**src/shared/fault_sup_pkg.sv**
```systemverilog
// Package: states, fault codes and timing for the fault supervisor
package fault_sup_pkg;

  // ----------------------------------------------------------------
  // Communication state machine states
  // ----------------------------------------------------------------
  typedef enum logic [2:0] {
    ST_INIT,
    ST_PREOP,
    ST_BOOT,
    ST_SAFEOP,
    ST_OP
  } comm_state_t;

  // ----------------------------------------------------------------
  // Fault codes (main byte, sub nibble)
  // ----------------------------------------------------------------
  localparam logic [7:0] MAIN_CODE      = 8'h81;
  localparam logic [7:0] MAIN_NONE      = 8'h00;
  localparam logic [3:0] SUB_NONE       = 4'h0;
  localparam logic [3:0] SUB_FIRMWARE   = 4'h4;
  localparam logic [3:0] SUB_BOOT_MBX   = 4'h5;
  localparam logic [3:0] SUB_PREOP_MBX  = 4'h6;
  localparam logic [3:0] SUB_SM_CFG     = 4'h7;
  localparam logic [3:0] SUB_NO_INPUT   = 4'h8;
  localparam logic [3:0] SUB_NO_OUTPUT  = 4'h9;
  localparam logic [3:0] SUB_SYNC       = 4'hA;
  localparam logic [3:0] SUB_WATCHDOG   = 4'hB;
  localparam logic [3:0] SUB_SM_TYPE    = 4'hC;

  // ----------------------------------------------------------------
  // Sync manager types accepted in Pre-Op
  // ----------------------------------------------------------------
  localparam logic [1:0] SM_MBX_OUT = 2'h0;
  localparam logic [1:0] SM_MBX_IN  = 2'h1;
  localparam logic [1:0] SM_PD_OUT  = 2'h2;
  localparam logic [1:0] SM_PD_IN   = 2'h3;

  // ----------------------------------------------------------------
  // Timing
  // ----------------------------------------------------------------
  localparam int CLK_PERIOD_NS   = 8;
  localparam int STALE_TIME_MS   = 1000;
  localparam int STALE_CYCLES    = STALE_TIME_MS * 1000000 / CLK_PERIOD_NS;
  localparam int TIMER_W         = 28;

endpackage
```
**src/hw/fault_supervisor.sv**
```systemverilog
// Fault supervisor for the slave communication state machine
// ------------------------------------------------------------------
// ------------------------------------------------------------------
`timescale 1ns/1ps
module fault_supervisor
  import fault_sup_pkg::*;
#(
  parameter int STALE_LIMIT = fault_sup_pkg::STALE_CYCLES,
  parameter int NUM_SM      = 4
) (
  // Clock and reset
  input  wire logic                      clk,
  input  wire logic                      rst,
  // Master transition requests
  input  wire logic                      reqValid,
  input  wire fault_sup_pkg::comm_state_t reqState,
  // Configuration checks
  input  wire logic                      fwMismatch,
  input  wire logic                      bootActionBad,
  input  wire logic                      mbxCfgBad,
  input  wire logic                      smCfgBad,
  input  wire logic [2*NUM_SM-1:0]       smTypes,
  // Process data and clock events
  input  wire logic                      inputRefresh,
  input  wire logic                      outputRefresh,
  input  wire logic                      dcEvent,
  input  wire logic                      wdExpired,
  // Fault clear
  input  wire logic                      faultClear,
  // Status
  output fault_sup_pkg::comm_state_t     commState,
  output logic [7:0]                     faultMain,
  output logic [3:0]                     faultSub,
  output logic                           faultActive
);

  import fault_sup_pkg::*;

  // ----------------------------------------------------------------
  // Staleness timers
  // ----------------------------------------------------------------
  logic inStale;
  logic outStale;

  stale_timer #(.W(TIMER_W), .LIMIT(STALE_LIMIT)) u_in_timer (
    .clk     (clk),
    .rst     (rst),
    .refresh (inputRefresh),
    .stale   (inStale)
  );

  stale_timer #(.W(TIMER_W), .LIMIT(STALE_LIMIT)) u_out_timer (
    .clk     (clk),
    .rst     (rst),
    .refresh (outputRefresh),
    .stale   (outStale)
  );

  // ----------------------------------------------------------------
  // Sync check: each clock event must follow one output update
  // ----------------------------------------------------------------
  logic pendOut_ff;
  logic nxt_pendOut;
  logic syncErr;

  always_comb begin
    nxt_pendOut = pendOut_ff;
    syncErr     = 1'b0;
    if (dcEvent && !outputRefresh && !pendOut_ff) begin
      syncErr = 1'b1;
    end else if (outputRefresh && pendOut_ff && !dcEvent) begin
      syncErr = 1'b1;
    end
    if (dcEvent) begin
      nxt_pendOut = 1'b0;
    end else if (outputRefresh) begin
      nxt_pendOut = 1'b1;
    end
  end

  function automatic logic typeBad(input logic [2*NUM_SM-1:0] t);
    // All four 2-bit codes are legal today; width kept for growth
    logic bad;
    bad = 1'b0;
    for (int i = 0; i < NUM_SM; i++) begin
      if (t[2*i +: 2] != SM_MBX_OUT && t[2*i +: 2] != SM_MBX_IN &&
          t[2*i +: 2] != SM_PD_OUT  && t[2*i +: 2] != SM_PD_IN) begin
        bad = 1'b1;
      end
    end
    return bad;
  endfunction

  // ----------------------------------------------------------------
  // State and fault record
  // ----------------------------------------------------------------
  comm_state_t state_ff;
  comm_state_t nxt_state;
  logic [7:0]  main_ff;
  logic [7:0]  nxt_main;
  logic [3:0]  sub_ff;
  logic [3:0]  nxt_sub;
  logic        act_ff;
  logic        nxt_act;
  logic        hit;
  logic [3:0]  hitSub;
  comm_state_t tgt;

  function automatic comm_state_t lower(input comm_state_t a,
                                        input comm_state_t b);
    // Boot ranks below Pre-Op, just above Init as lowest
    if (a == ST_INIT || a == ST_BOOT) begin
      return (b == ST_INIT) ? b : a;
    end
    if (b == ST_INIT || b == ST_BOOT) begin
      return b;
    end
    return (a < b) ? a : b;
  endfunction

  always_comb begin
    hit    = 1'b0;
    hitSub = SUB_NONE;
    // only a master request moves the state forward
    tgt    = state_ff;
    if (reqValid) begin
      tgt = reqState;
    end
    // firmware hold in Boot or Init
    if (fwMismatch && (state_ff == ST_INIT || state_ff == ST_BOOT)) begin
      hit    = 1'b1;
      hitSub = SUB_FIRMWARE;
      tgt    = state_ff;
    end
    if (bootActionBad && reqValid && reqState == ST_BOOT &&
        state_ff == ST_INIT) begin
      if (!hit) hitSub = SUB_BOOT_MBX;
      hit = 1'b1;
      tgt = ST_INIT;
    end
    if (mbxCfgBad && state_ff == ST_PREOP) begin
      if (!hit) hitSub = SUB_PREOP_MBX;
      hit = 1'b1;
      tgt = ST_INIT;
    end
    if (typeBad(smTypes) && state_ff == ST_PREOP) begin
      if (!hit) hitSub = SUB_SM_TYPE;
      hit = 1'b1;
      tgt = ST_INIT;
    end
    // sync manager config Pre-Op and above
    if (smCfgBad && (state_ff == ST_PREOP || state_ff == ST_SAFEOP ||
                     state_ff == ST_OP)) begin
      if (!hit) hitSub = SUB_SM_CFG;
      hit = 1'b1;
      tgt = lower(tgt, ST_PREOP);
    end
    if (inStale) begin
      if (!hit) hitSub = SUB_NO_INPUT;
      hit = 1'b1;
      tgt = (state_ff == ST_OP) ? lower(tgt, ST_SAFEOP) : tgt;
    end
    if (outStale) begin
      if (!hit) hitSub = SUB_NO_OUTPUT;
      hit = 1'b1;
      tgt = (state_ff == ST_OP) ? lower(tgt, ST_SAFEOP) : tgt;
    end
    if (syncErr) begin
      if (!hit) hitSub = SUB_SYNC;
      hit = 1'b1;
      tgt = (state_ff == ST_OP) ? lower(tgt, ST_SAFEOP) : tgt;
    end
    if (wdExpired && state_ff == ST_OP) begin
      if (!hit) hitSub = SUB_WATCHDOG;
      hit = 1'b1;
      tgt = lower(tgt, ST_SAFEOP);
    end
    // first detected fault kept; lowest state applied
    nxt_state = tgt;
    nxt_main  = main_ff;
    nxt_sub   = sub_ff;
    nxt_act   = act_ff;
    // hold code until cleared; a new fault beats the clear
    if (faultClear) begin
      nxt_main = MAIN_NONE;
      nxt_sub  = SUB_NONE;
      nxt_act  = 1'b0;
    end
    if (hit && (!act_ff || faultClear)) begin
      nxt_main = MAIN_CODE;
      nxt_sub  = hitSub;
      nxt_act  = 1'b1;
    end
  end

  always_ff @(posedge clk or posedge rst) begin
    if (rst) begin
      state_ff   <= ST_INIT;
      main_ff    <= MAIN_NONE;
      sub_ff     <= SUB_NONE;
      act_ff     <= 1'b0;
      pendOut_ff <= 1'b0;
    end else begin
      state_ff   <= nxt_state;
      main_ff    <= nxt_main;
      sub_ff     <= nxt_sub;
      act_ff     <= nxt_act;
      pendOut_ff <= nxt_pendOut;
    end
  end

  assign commState   = state_ff;
  assign faultMain   = main_ff;
  assign faultSub    = sub_ff;
  assign faultActive = act_ff;
endmodule

```
**src/hw/stale_timer.sv**
```systemverilog
// Staleness timer: flags when no refresh arrived for more than LIMIT cycles
`timescale 1ns/1ps
module stale_timer #(
  parameter int W     = 28,
  parameter int LIMIT = 125000000
) (
  // Clock and reset
  input  wire logic clk,
  input  wire logic rst,
  // Refresh and result
  input  wire logic refresh,
  output logic      stale
);

  logic [W-1:0] cnt_ff;
  logic [W-1:0] nxt_cnt;
  logic         stale_ff;
  logic         nxt_stale;

  always_comb begin
    nxt_cnt   = cnt_ff;
    nxt_stale = stale_ff;
    if (refresh) begin
      nxt_cnt   = '0;
      nxt_stale = 1'b0;
    end else if (cnt_ff >= W'(LIMIT)) begin
      nxt_stale = 1'b1;
    end else begin
      nxt_cnt = cnt_ff + W'(1);
    end
  end

  always_ff @(posedge clk or posedge rst) begin
    if (rst) begin
      cnt_ff   <= '0;
      stale_ff <= 1'b0;
    end else begin
      cnt_ff   <= nxt_cnt;
      stale_ff <= nxt_stale;
    end
  end

  assign stale = stale_ff;

endmodule

```
**config.mk**
```make
export PLATFORM = sky130hd
export DESIGN_NAME = fault_supervisor
export DESIGN_NICKNAME = d
export VERILOG_FILES = /design/src/shared/fault_sup_pkg.sv /design/src/hw/fault_supervisor.sv /design/src/hw/stale_timer.sv
export SDC_FILE = /design/constraint.sdc
export NUM_CORES = 1
export LEC_CHECK = 0
export BUFFER_PORTS_ARGS = -buffer_cell sky130_fd_sc_hd__buf_2
export CORE_MARGIN = 8
export CORE_UTILIZATION = 64
export CTS_BUF_LIST = sky130_fd_sc_hd__clkbuf_4 sky130_fd_sc_hd__clkbuf_8 sky130_fd_sc_hd__clkbuf_16
export DETAILED_ROUTE_END_ITERATION = 10
export GPL_TIMING_DRIVEN = 0
export PLACE_DENSITY = 0.88
export SLEW_MARGIN = 20
export SYNTH_ARGS = -nofsm -noshare
export SYNTH_HDL_FRONTEND = slang
export SYNTH_SLANG_ARGS = --single-unit
```
**constraint.sdc**
```tcl
create_clock -name clk -period 4.1 [get_ports clk]
set_clock_uncertainty 0.15 [all_clocks]
set_input_delay 0.82 -clock clk [delete_from_list [all_inputs] [get_ports clk]]
set_output_delay 0.82 -clock clk [all_outputs]
set_load 0.05 [all_outputs]
```
==> impl_metrics.ini, run 1 <==
[run_status]
status = finished clean

[final_layout]
diodes = 0
nFillCells = 417
drive_gt1_share_pct = 14.68
post-route-util_pct = 73.32
stdcell_count = 552
multiInputGateArea_um2 = 2004
synthToLayoutAreaGrowth_pct = 12.05
seq_area_um2 = 1677
nets = 500

[sta]
setup_viol = 0
setup-tns-final_ns = 0
hold_slack_ns = 0.2396
fin_crit_sh_pct = 57.94
tightest_slew_ns = 1.036
clock.fmax_ghz = 0.4210
rsz0062_at_grt = no
period_minus_slack_ns = 2.375
final_max_slew_viol_count = 0
hold_viol = 0
slew_headroom_pct = 29.96

[grt]
grt_max_degree = 56
grtUsageTotal_pct = 21.19
grt_pass1_vias = 3169
grt_overflow_total = 0
antenna_found_initial = 0
grt_pass1_wl_um = 15060

[synthesis]
syn_inst = 432
synthTopCellsByArea = dfrtp_1, a21oi_1, o21ai_0, or3_1, or4_1
ys_ff_latch = 67
synth_most_common_cell = dfrtp_1
yosysSeqAreaShare_pct = 43.53
synth_top_area_share_pct = 43.53
yosysTopAreaCell = dfrtp_1
syn_area_um2 = 3851
ys_types = 53
syn-mean-instance-area_um2 = 8.915
synth-edff-count = 0
synth_common_cells = dfrtp_1, a21oi_1, o21ai_0, nand2_1, or3_1
synthFlopType = dfrtp_1
yosys_warnings = 0
ys_async_sr_fraction_pct = 100.0

[placement]
dp_hpwl_um = 6272
gp_congestion = 0.9043
dp.cells = 537
io_buffer_count = 24

[routing]
drc = 0
vias = 3614
drt_iter0_drc = 283
firstDrtPassIters = 7
routed_wl_um = 9069
viasPerCell = 6.547
ant_nets = 0
wl_per_cell_um = 16.43

[clock_network]
htree_num_levels = 3
cts_sinks = 67
cts-root-buf = clkbuf_8
hold_buffers = 0
cts_made_buffers = 9
clkTransAtPathRegs_ns = 0.07
post_cts_buffers = 0
cts_resized = 0
worstSkewPairLatency_ns = 0.34
cts.path.max_buffers = 2
cts_tree = built

[setup_path]
r2r_start = u_out_timer.cnt_ff[27]$_DFFE_PP0P_
arrival_ns = 2.49
worst_r2r_path_depth = 5
critPathLaunchType = flop
rr_endpoint = u_out_timer.cnt_ff[23]$_DFFE_PP0P_
reg2reg_slack_ns = 1.72
crit_fanout = 10
worstPathRequired_ns = 4.22
end_kind = flop
crit_type = reg -> reg

[die]
die-area_um2 = 8755
pin_count = 39
die_w_um = 93.57
core_um2 = 5886
start_util_pct = 65.43
die_h_um = 93.57
num_rows = 28

[power]
p_per_area_nw_per_um2 = 405.2
leakagePower_nw = 1.759
ir_drop_mv = 0.3606
power_mw = 1.749

[run]
maxCapViolCount = 0

[hold_path]
hold_path.class = in -> async
-- worst max-delay path, stage by stage, from the launching register on --
cell      delay [ns]
dfrtp_1         0.37
clkbuf_1        0.19
nor4b_1         0.88
nand4_1         0.22
or3_1           0.36
a21oi_1         0.14
-- flip-flops by register name (all words and copies together) (netlist names) --
signal	flops
pendOut_ff	1
u_out_timer.stale	1
u_in_timer.stale	1
faultMain	1
u_in_timer.cnt_ff	28
u_out_timer.cnt_ff	28
faultSub	4
commState	3
-- cell usage in the layout, fill, tap and decap left out, drive strengths merged, types with 2 or more instances in the layout --
cell	n
dfrtp	67
a21oi	52
buf	42
o21ai	37
nand2	32
or3	27
nor2	24
clkbuf	24
nand3	21
or4	18
o31ai	16
nand4	16
nor3	12
nor2b	11
inv	10
nand2b	6
conb	6
mux2	6
nand3b	5
mux2i	5
and3	4
ha	4
a211oi	3
or3b	3
a211o	2
nor3b	2
and4	2
nor4	2
or4b	2
a31oi	2
-- routing by layer --
metal / GRT usage (%) / vias up / part of all wire (%)
met2: 33.02 / 149 / 47
li1: - / 1688 / -
met5: 0 / - / 0
met3: 4.567 / 17 / 7.8
met1: 28.36 / 1760 / 44
met4: 7.662 / 0 / 1.6
-- worst max path at each step --
stage                                        from                            endpoint  slack [ns]
6_report       u_out_timer.cnt_ff[27]$_DFFE_PP0P_  u_out_timer.cnt_ff[23]$_DFFE_PP0P_        1.72
5_1_grt        u_out_timer.cnt_ff[27]$_DFFE_PP0P_  u_out_timer.cnt_ff[23]$_DFFE_PP0P_        1.41
4_1_cts        u_out_timer.cnt_ff[27]$_DFFE_PP0P_  u_out_timer.cnt_ff[23]$_DFFE_PP0P_        1.76
3_5_place_dp                             reqValid             faultSub[0]$_DFFE_PP0P_        1.70
3_3_place_gp                                  rst   u_out_timer.cnt_ff[3]$_DFFE_PP0P_        0.65
2_1_floorplan                                 rst              commState[0]$_DFF_PP0_        1.45
-- where the power goes --
group	leakage, nW	internal (mW)	switching [mW]
logic	0.736	0.129	0.311
clock network	0.106	0.324	0.241
registers	0.917	0.702	0.0417
-- kinds of logic (layout without fill, tap and decap cells) --
group,count (synthesis),count (layout),synth area share (%)
XOR/XNOR,1,1,0.2275
multiplexers,11,11,3.054
flip-flops,67,67,43.53
buffers and inverters,38,78,4.906
adder cells (fa/ha/maj),4,4,1.300
AO/OA/AOI/OAI,119,119,17.80
other,1,6,0.09737
AND/OR/NAND/NOR,191,191,29.08
-- cell type report --
class	count	area share, %
inverters	10	0.9278
plain buffers	28	3.508
multi-input cells	332	46.45
well taps	75	2.175
repair buffers	25	3.421
clock buffers	13	3.856
clock inverters	2	0.8118
flip-flops and latches	67	38.85
-- metrics by stage --
stage | instance area (um2) | setup slack, ns
floorplan | 3870 | 1.447
CTS | 4315 | 1.757
finish | 4315 | 1.725
global route | 4315 | 1.407
global placement | 4084 | 0.6543
detailed placement | 4114 | 1.698
Note: power is estimated with default switching activity, not from simulation.
==> run 2: changes to the inputs <==
Settings changed: ABC_AREA from default to 1, CORE_UTILIZATION 64 to 55, PLACE_DENSITY 0.88 to 0.79.
Clock period 4.1 ns to 2.11 ns, I/O delays scaled along.
==> impl_metrics.ini, run 2 <==
[grt]
grt_overflow_total = 0
grt_pass1_wl_um = 21400
grt_max_degree = 35
antenna_found_initial = 0
grtUsageTotal_pct = 22.36
grt_pass1_vias = 4505

[synthesis]
synth_common_cells = nand2_1, nor2_1, nand3_1, inv_1, dfrtp_1
ys_async_sr_fraction_pct = 100.0
synth_top_area_share_pct = 35.02
syn-mean-instance-area_um2 = 6.478
ys_types = 29
synthTopCellsByArea = dfrtp_1, nand2_1, nand3_1, nor2_1, inv_1
syn_area_um2 = 4787
synthFlopType = dfrtp_1
yosys_warnings = 0
ys_ff_latch = 67
syn_inst = 739
yosysSeqAreaShare_pct = 35.02
synth_most_common_cell = nand2_1
synth-edff-count = 0
yosysTopAreaCell = dfrtp_1

[routing]
wl_per_cell_um = 14.32
ant_nets = 0
firstDrtPassIters = 5
routed_wl_um = 12810
vias = 4864
drc = 0
viasPerCell = 5.435
drt_iter0_drc = 413

[run]
maxCapViolCount = 0

[final_layout]
final_cell_mix = nand2_1, nor2_1, nand3_1
stdcell_count = 895
synthToLayoutAreaGrowth_pct = 11.63
diodes = 0
post-route-util_pct = 62.19
drive_gt1_share_pct = 10.67
layout_commonest_cell = nand2_1
stdcell_area_um2 = 5344
nets = 809

[setup_path]
critPathLaunchType = flop
worstPathRequired_ns = 2.23
end_kind = flop
crit_type = reg -> reg
arrival_ns = 2.11
crit_fanout = 6
critPathLaunch = u_in_timer.cnt_ff[0]$_DFFE_PP0P_
worst_r2r_path_depth = 8
reg2reg_slack_ns = 0.13
rr_endpoint = u_in_timer.cnt_ff[16]$_DFFE_PP0P_
r2r_start = u_in_timer.cnt_ff[0]$_DFFE_PP0P_

[clock_network]
clkTransAtPathRegs_ns = 0.08
htree_num_levels = 3
cts_sinks = 67
cts-root-buf = clkbuf_8
cts_tree = built
post_cts_buffers = 0
cts.path.max_buffers = 2
worstSkewPairLatency_ns = 0.34
cts_made_buffers = 9

[hold_path]
whs_endpoint = pendOut_ff$_DFFE_PP0P_
hold_depth = 2
hold_path.class = in -> reg
hold_path.startpoint = dcEvent

[power]
p_comb_share_pct = 22.2
sw_frac_of_total_pct = 34.32
p_per_area_nw_per_um2 = 610.4
ir_drop_mv = 0.4416
leakagePower_nw = 2.636
clockPowerShare_pct = 34.9
pwr-share-seq_pct = 42.9
intPower_mw = 2.142
power_switching_mw = 1.120

[sta]
slew_headroom_pct = 59.97
final_max_slew_viol_count = 0
period_minus_slack_ns = 1.981
setup-tns-final_ns = 0
hold_viol = 0
rsz0062_at_grt = no
tightest_slew_ns = 0.6004
clock.fmax_ghz = 0.5049
fin_crit_sh_pct = 93.87
hold_slack_ns = 0.09487
setup_viol = 0

[run_status]
status = finished clean

[placement]
dpl-instance-area_um2 = 5105
dp.cells = 878
io_buffer_count = 24
dp_hpwl_um = 9696
gp_congestion = 0.9596

[die]
pin_count = 39
die-area_um2 = 11950
start_util_pct = 55.71
die_w_um = 109.3
num_rows = 34
die_h_um = 109.3
core_um2 = 8593
==> run 2: cell families (layout without fill, tap and decap cells) <==
family | after synthesis | in the layout | share of synthesized area [%]
xor gates and xnor gates | 23 | 23 | 4.208
other | 1 | 6 | 0.07834
buffers and inverters | 105 | 148 | 9.697
and+or+nand+nor | 520 | 520 | 47.83
adders and majority gates | 4 | 4 | 1.046
AOI/OAI and AO/OA | 19 | 19 | 2.117
DFF | 67 | 67 | 35.02
==> run 2: worst max-delay path by stage <==
stage | end | slack, ns | cells after the start
2_1_floorplan | faultSub[1]$_DFFE_PP0P_ | 0.21 | 9
3_3_place_gp | u_in_timer.cnt_ff[14]$_DFFE_PP0P_ | -0.007 | 7
3_5_place_dp | u_in_timer.cnt_ff[14]$_DFFE_PP0P_ | -0.005 | 7
4_1_cts | u_in_timer.cnt_ff[14]$_DFFE_PP0P_ | 0.04 | 7
5_1_grt | u_out_timer.cnt_ff[16]$_DFFE_PP0P_ | 0.008 | 8
6_report | u_in_timer.cnt_ff[16]$_DFFE_PP0P_ | 0.13 | 8
==> run 2: critical path, stage by stage (launching register included) <==
cell,delay [ns]
dfrtp_1,0.47
ha_2,0.31
nand3_2,0.19
inv_1,0.16
nand2_1,0.14
nor2_1,0.18
xor2_1,0.16
nand3_1,0.08
nand2_1,0.09
==> run 2: layout make-up <==
| cell class | count | area (um2) |
|---|---|---|
| tap | 108 | 135.1 |
| multi-input combinational | 572 | 2683 |
| sequential | 67 | 1677 |
| fill | 807 | 3249 |
| clock inverter | 5 | 60.06 |
| buffer | 26 | 167.7 |
| clock buffer | 11 | 151.4 |
| inverter | 79 | 300.3 |
| timing repair buffer | 27 | 170.2 |
==> run 2: power groups by stage <==
stage | combinational, mW | clock [mW] | sequential, mW
floorplan | 0.355 | 0 | 1.61
global placement | 0.702 | 0 | 1.42
detailed placement | 0.725 | 0 | 1.42
CTS | 0.727 | 1.16 | 1.40
global route | 0.796 | 1.22 | 1.41
finish | 0.724 | 1.14 | 1.40
==> run 2: per-layer routing <==
layer	GRT usage [%]	wire length, um	share of wire (%)	up-vias
met4	5.304	151	1.2	0
met2	36.61	6021	47	149
li1	-	-	-	2427
met1	30.54	5709	45	2272
met3	3.283	930	7.3	16
met5	0	0	0	-
==> run 2: repair_timing <==
item / CTS / global route
pin swaps: 0 / 0
hold buffers: 1 / 0
setup endpoints to repair: 3 / 7
resized for setup: 1 / 4
hold endpoints to repair: 6 / 0
==> run 2: metrics by stage <==
step	setup WS (ns)	total power, mW
floorplan	0.2136	1.966
global placement	-0.006837	2.122
detailed placement	-0.004515	2.149
CTS	0.03547	3.291
global route	0.008233	3.428
finish	0.1294	3.262
==> run 3: changes to the inputs <==
Settings changed: ABC_AREA 1 to default, CORE_MARGIN 8 to default, CORE_UTILIZATION 55 to 53, PLACE_DENSITY 0.79 to 0.78.
==> impl_metrics.ini, run 3 (same netlist as run 1, synthesis figures left out) <==
[final_layout]
stdcell_area_um2 = 4812
drive_gt1_share_pct = 26.85
synthToLayoutAreaGrowth_pct = 24.95
nets = 521
stdcell_count = 595
diodes = 0
final_cell_mix = dfrtp_1, a21oi_1, nand2_1
layout_commonest_cell = dfrtp_1

[power]
power_mw = 3.510
leakagePower_nw = 1.932
p_per_area_nw_per_um2 = 729.3
ir_drop_mv = 0.4169

[setup_path]
worst_r2r_path_depth = 7
crit_type = reg -> reg
crit_fanout = 7
arrival_ns = 2.21
critPathLaunchType = flop
critPathLaunch = u_out_timer.cnt_ff[13]$_DFFE_PP0P_
end_kind = flop
slowest_stage = dfrtp_1
slowest_delay_ns = 0.45
cp_cell_sequence = or3b_4 > a211oi_2 > o21a_2 > buf_6 > buf_8 > nor2_1 > mux2i_1
critPathCapture = u_out_timer.cnt_ff[1]$_DFFE_PP0P_
reg2reg_slack_ns = -0.02
worstPathRequired_ns = 2.19
rr_endpoint = u_out_timer.cnt_ff[1]$_DFFE_PP0P_
r2r_start = u_out_timer.cnt_ff[13]$_DFFE_PP0P_

[placement]
dp.cells = 559
gp_congestion = 0.8099
dpl-instance-area_um2 = 4161
dp_hpwl_um = 5997
io_buffer_count = 24
place_ws_ns = -0.1585

[routing]
vias = 3681
routed_wl_um = 9823
wl_per_cell_um = 16.51
drt_iter0_drc = 311
drc = 0
viasPerCell = 6.187
ant_nets = 0
firstDrtPassIters = 4

[die]
core_um2 = 6907
num_rows = 30
die_w_um = 87.25
die_h_um = 87.25
start_util_pct = 55.76
pin_count = 39
die-area_um2 = 7612

[grt]
antenna_found_initial = 0
grt_pass1_wl_um = 14610
grt_pass1_vias = 3081
grt_overflow_total = 0
grt_max_degree = 32
grtUsageTotal_pct = 24.76

[sta]
hold_slack_ns = 0.09428
tightest_slew_ns = 0.5418
rsz0062_at_grt = yes
hold_viol = 0
fin_crit_sh_pct = 100.8
clock.fmax_ghz = 0.4702
fin_ws_ns = -0.01694
slew_headroom_pct = 63.88
period_minus_slack_ns = 2.127
final_max_slew_viol_count = 0
setup_viol = 2

[clock_network]
cts-root-buf = clkbuf_8
cts.path.max_buffers = 2
clkTransAtPathRegs_ns = 0.08
cts_tree = built
cts_made_buffers = 9
htree_num_levels = 3
cts_sinks = 67
worstSkewPairLatency_ns = 0.36

[run_status]
status = complete, but fails checks
violations = setup timing

[hold_path]
hold_path.class = in -> reg

[run]
maxCapViolCount = 0
## run 3: cell types whose count changed in the layout (fill, tap and decap cells not counted), sizes merged, moves of 9 or more
cell,previous run,this run
buf,49,62
nor2,114,24
a21oi,2,52
o31ai,1,16
nand3,101,21
xor2,20,0
nand4,36,16
nor2b,0,11
or3,0,27
nor3,3,12
o21ai,14,37
nand2,252,32
or4,0,18
inv,79,9
## run 3: metal layers
metal  track usage (%)  vias up  wire (um)
met5                 0        -          0
met4             9.836        0        251
met3             3.602       25        542
met2             37.86      133       4562
met1             35.46     1796       4468
li1                  -     1727          -
## run 3: how the worst min path moves through the flow
stage / startpoint / end / slack, ns / cells past startpoint
final: dcEvent / pendOut_ff$_DFFE_PP0P_ / 0.09 / 2
after global routing: dcEvent / pendOut_ff$_DFFE_PP0P_ / 0.10 / 2
after CTS: dcEvent / pendOut_ff$_DFFE_PP0P_ / 0.09 / 2
after detailed placement: rst / commState[0]$_DFF_PP0_ / 0.30 / 2
after global placement: u_in_timer.cnt_ff[27]$_DFFE_PP0P_ / u_in_timer.cnt_ff[27]$_DFFE_PP0P_ / 0.34 / 1
after floorplan: u_in_timer.cnt_ff[27]$_DFFE_PP0P_ / u_in_timer.cnt_ff[27]$_DFFE_PP0P_ / 0.32 / 1
## run 3: cell type report
| cell class | count | area (um2) |
|---|---|---|
| multi-input combinational | 332 | 2211 |
| clock inverter | 5 | 77.57 |
| inverter | 10 | 41.29 |
| buffer | 28 | 200.2 |
| fill | 520 | 2095 |
| tap | 96 | 120.1 |
| sequential | 67 | 1688 |
| timing repair buffer | 46 | 335.3 |
| clock buffer | 11 | 138.9 |
## run 3: critical path: cells and delay by family, from the launching register on
| kind | cells | cell delay (ns) |
|---|---|---|
| AOI/OAI and AO/OA | 2 | 0.51 |
| buffers and inverters | 2 | 0.29 |
| and+or+nand+nor | 2 | 0.45 |
| DFF | 1 | 0.45 |
| muxes | 1 | 0.14 |
## run 3: repair_timing
action / 4_1_cts / 5_1_grt
pin swaps: 1 / 18
gates resized for setup: 10 / 74
buffers inserted: 1 / 16
setup endpoints to repair: 29 / 55
cloned: 0 / 2
hold buffers: 1 / 0
endpoints found under the hold margin: 14 / 0
## run 3: where the power goes
group / total, mW / switching (mW) / internal, mW
combinational: 0.856 / 0.598 / 0.258
sequential: 1.44 / 0.0814 / 1.36
clock: 1.21 / 0.520 / 0.688
## run 3: per-stage QoR
step	utilization, %	setup TNS, ns
after CTS	64.18	-0.06667
after detailed placement	60.25	-1.881
after floorplan	-	0
final	69.67	-0.02847
after global routing	69.67	-2.509
after global placement	59.57	-1.641
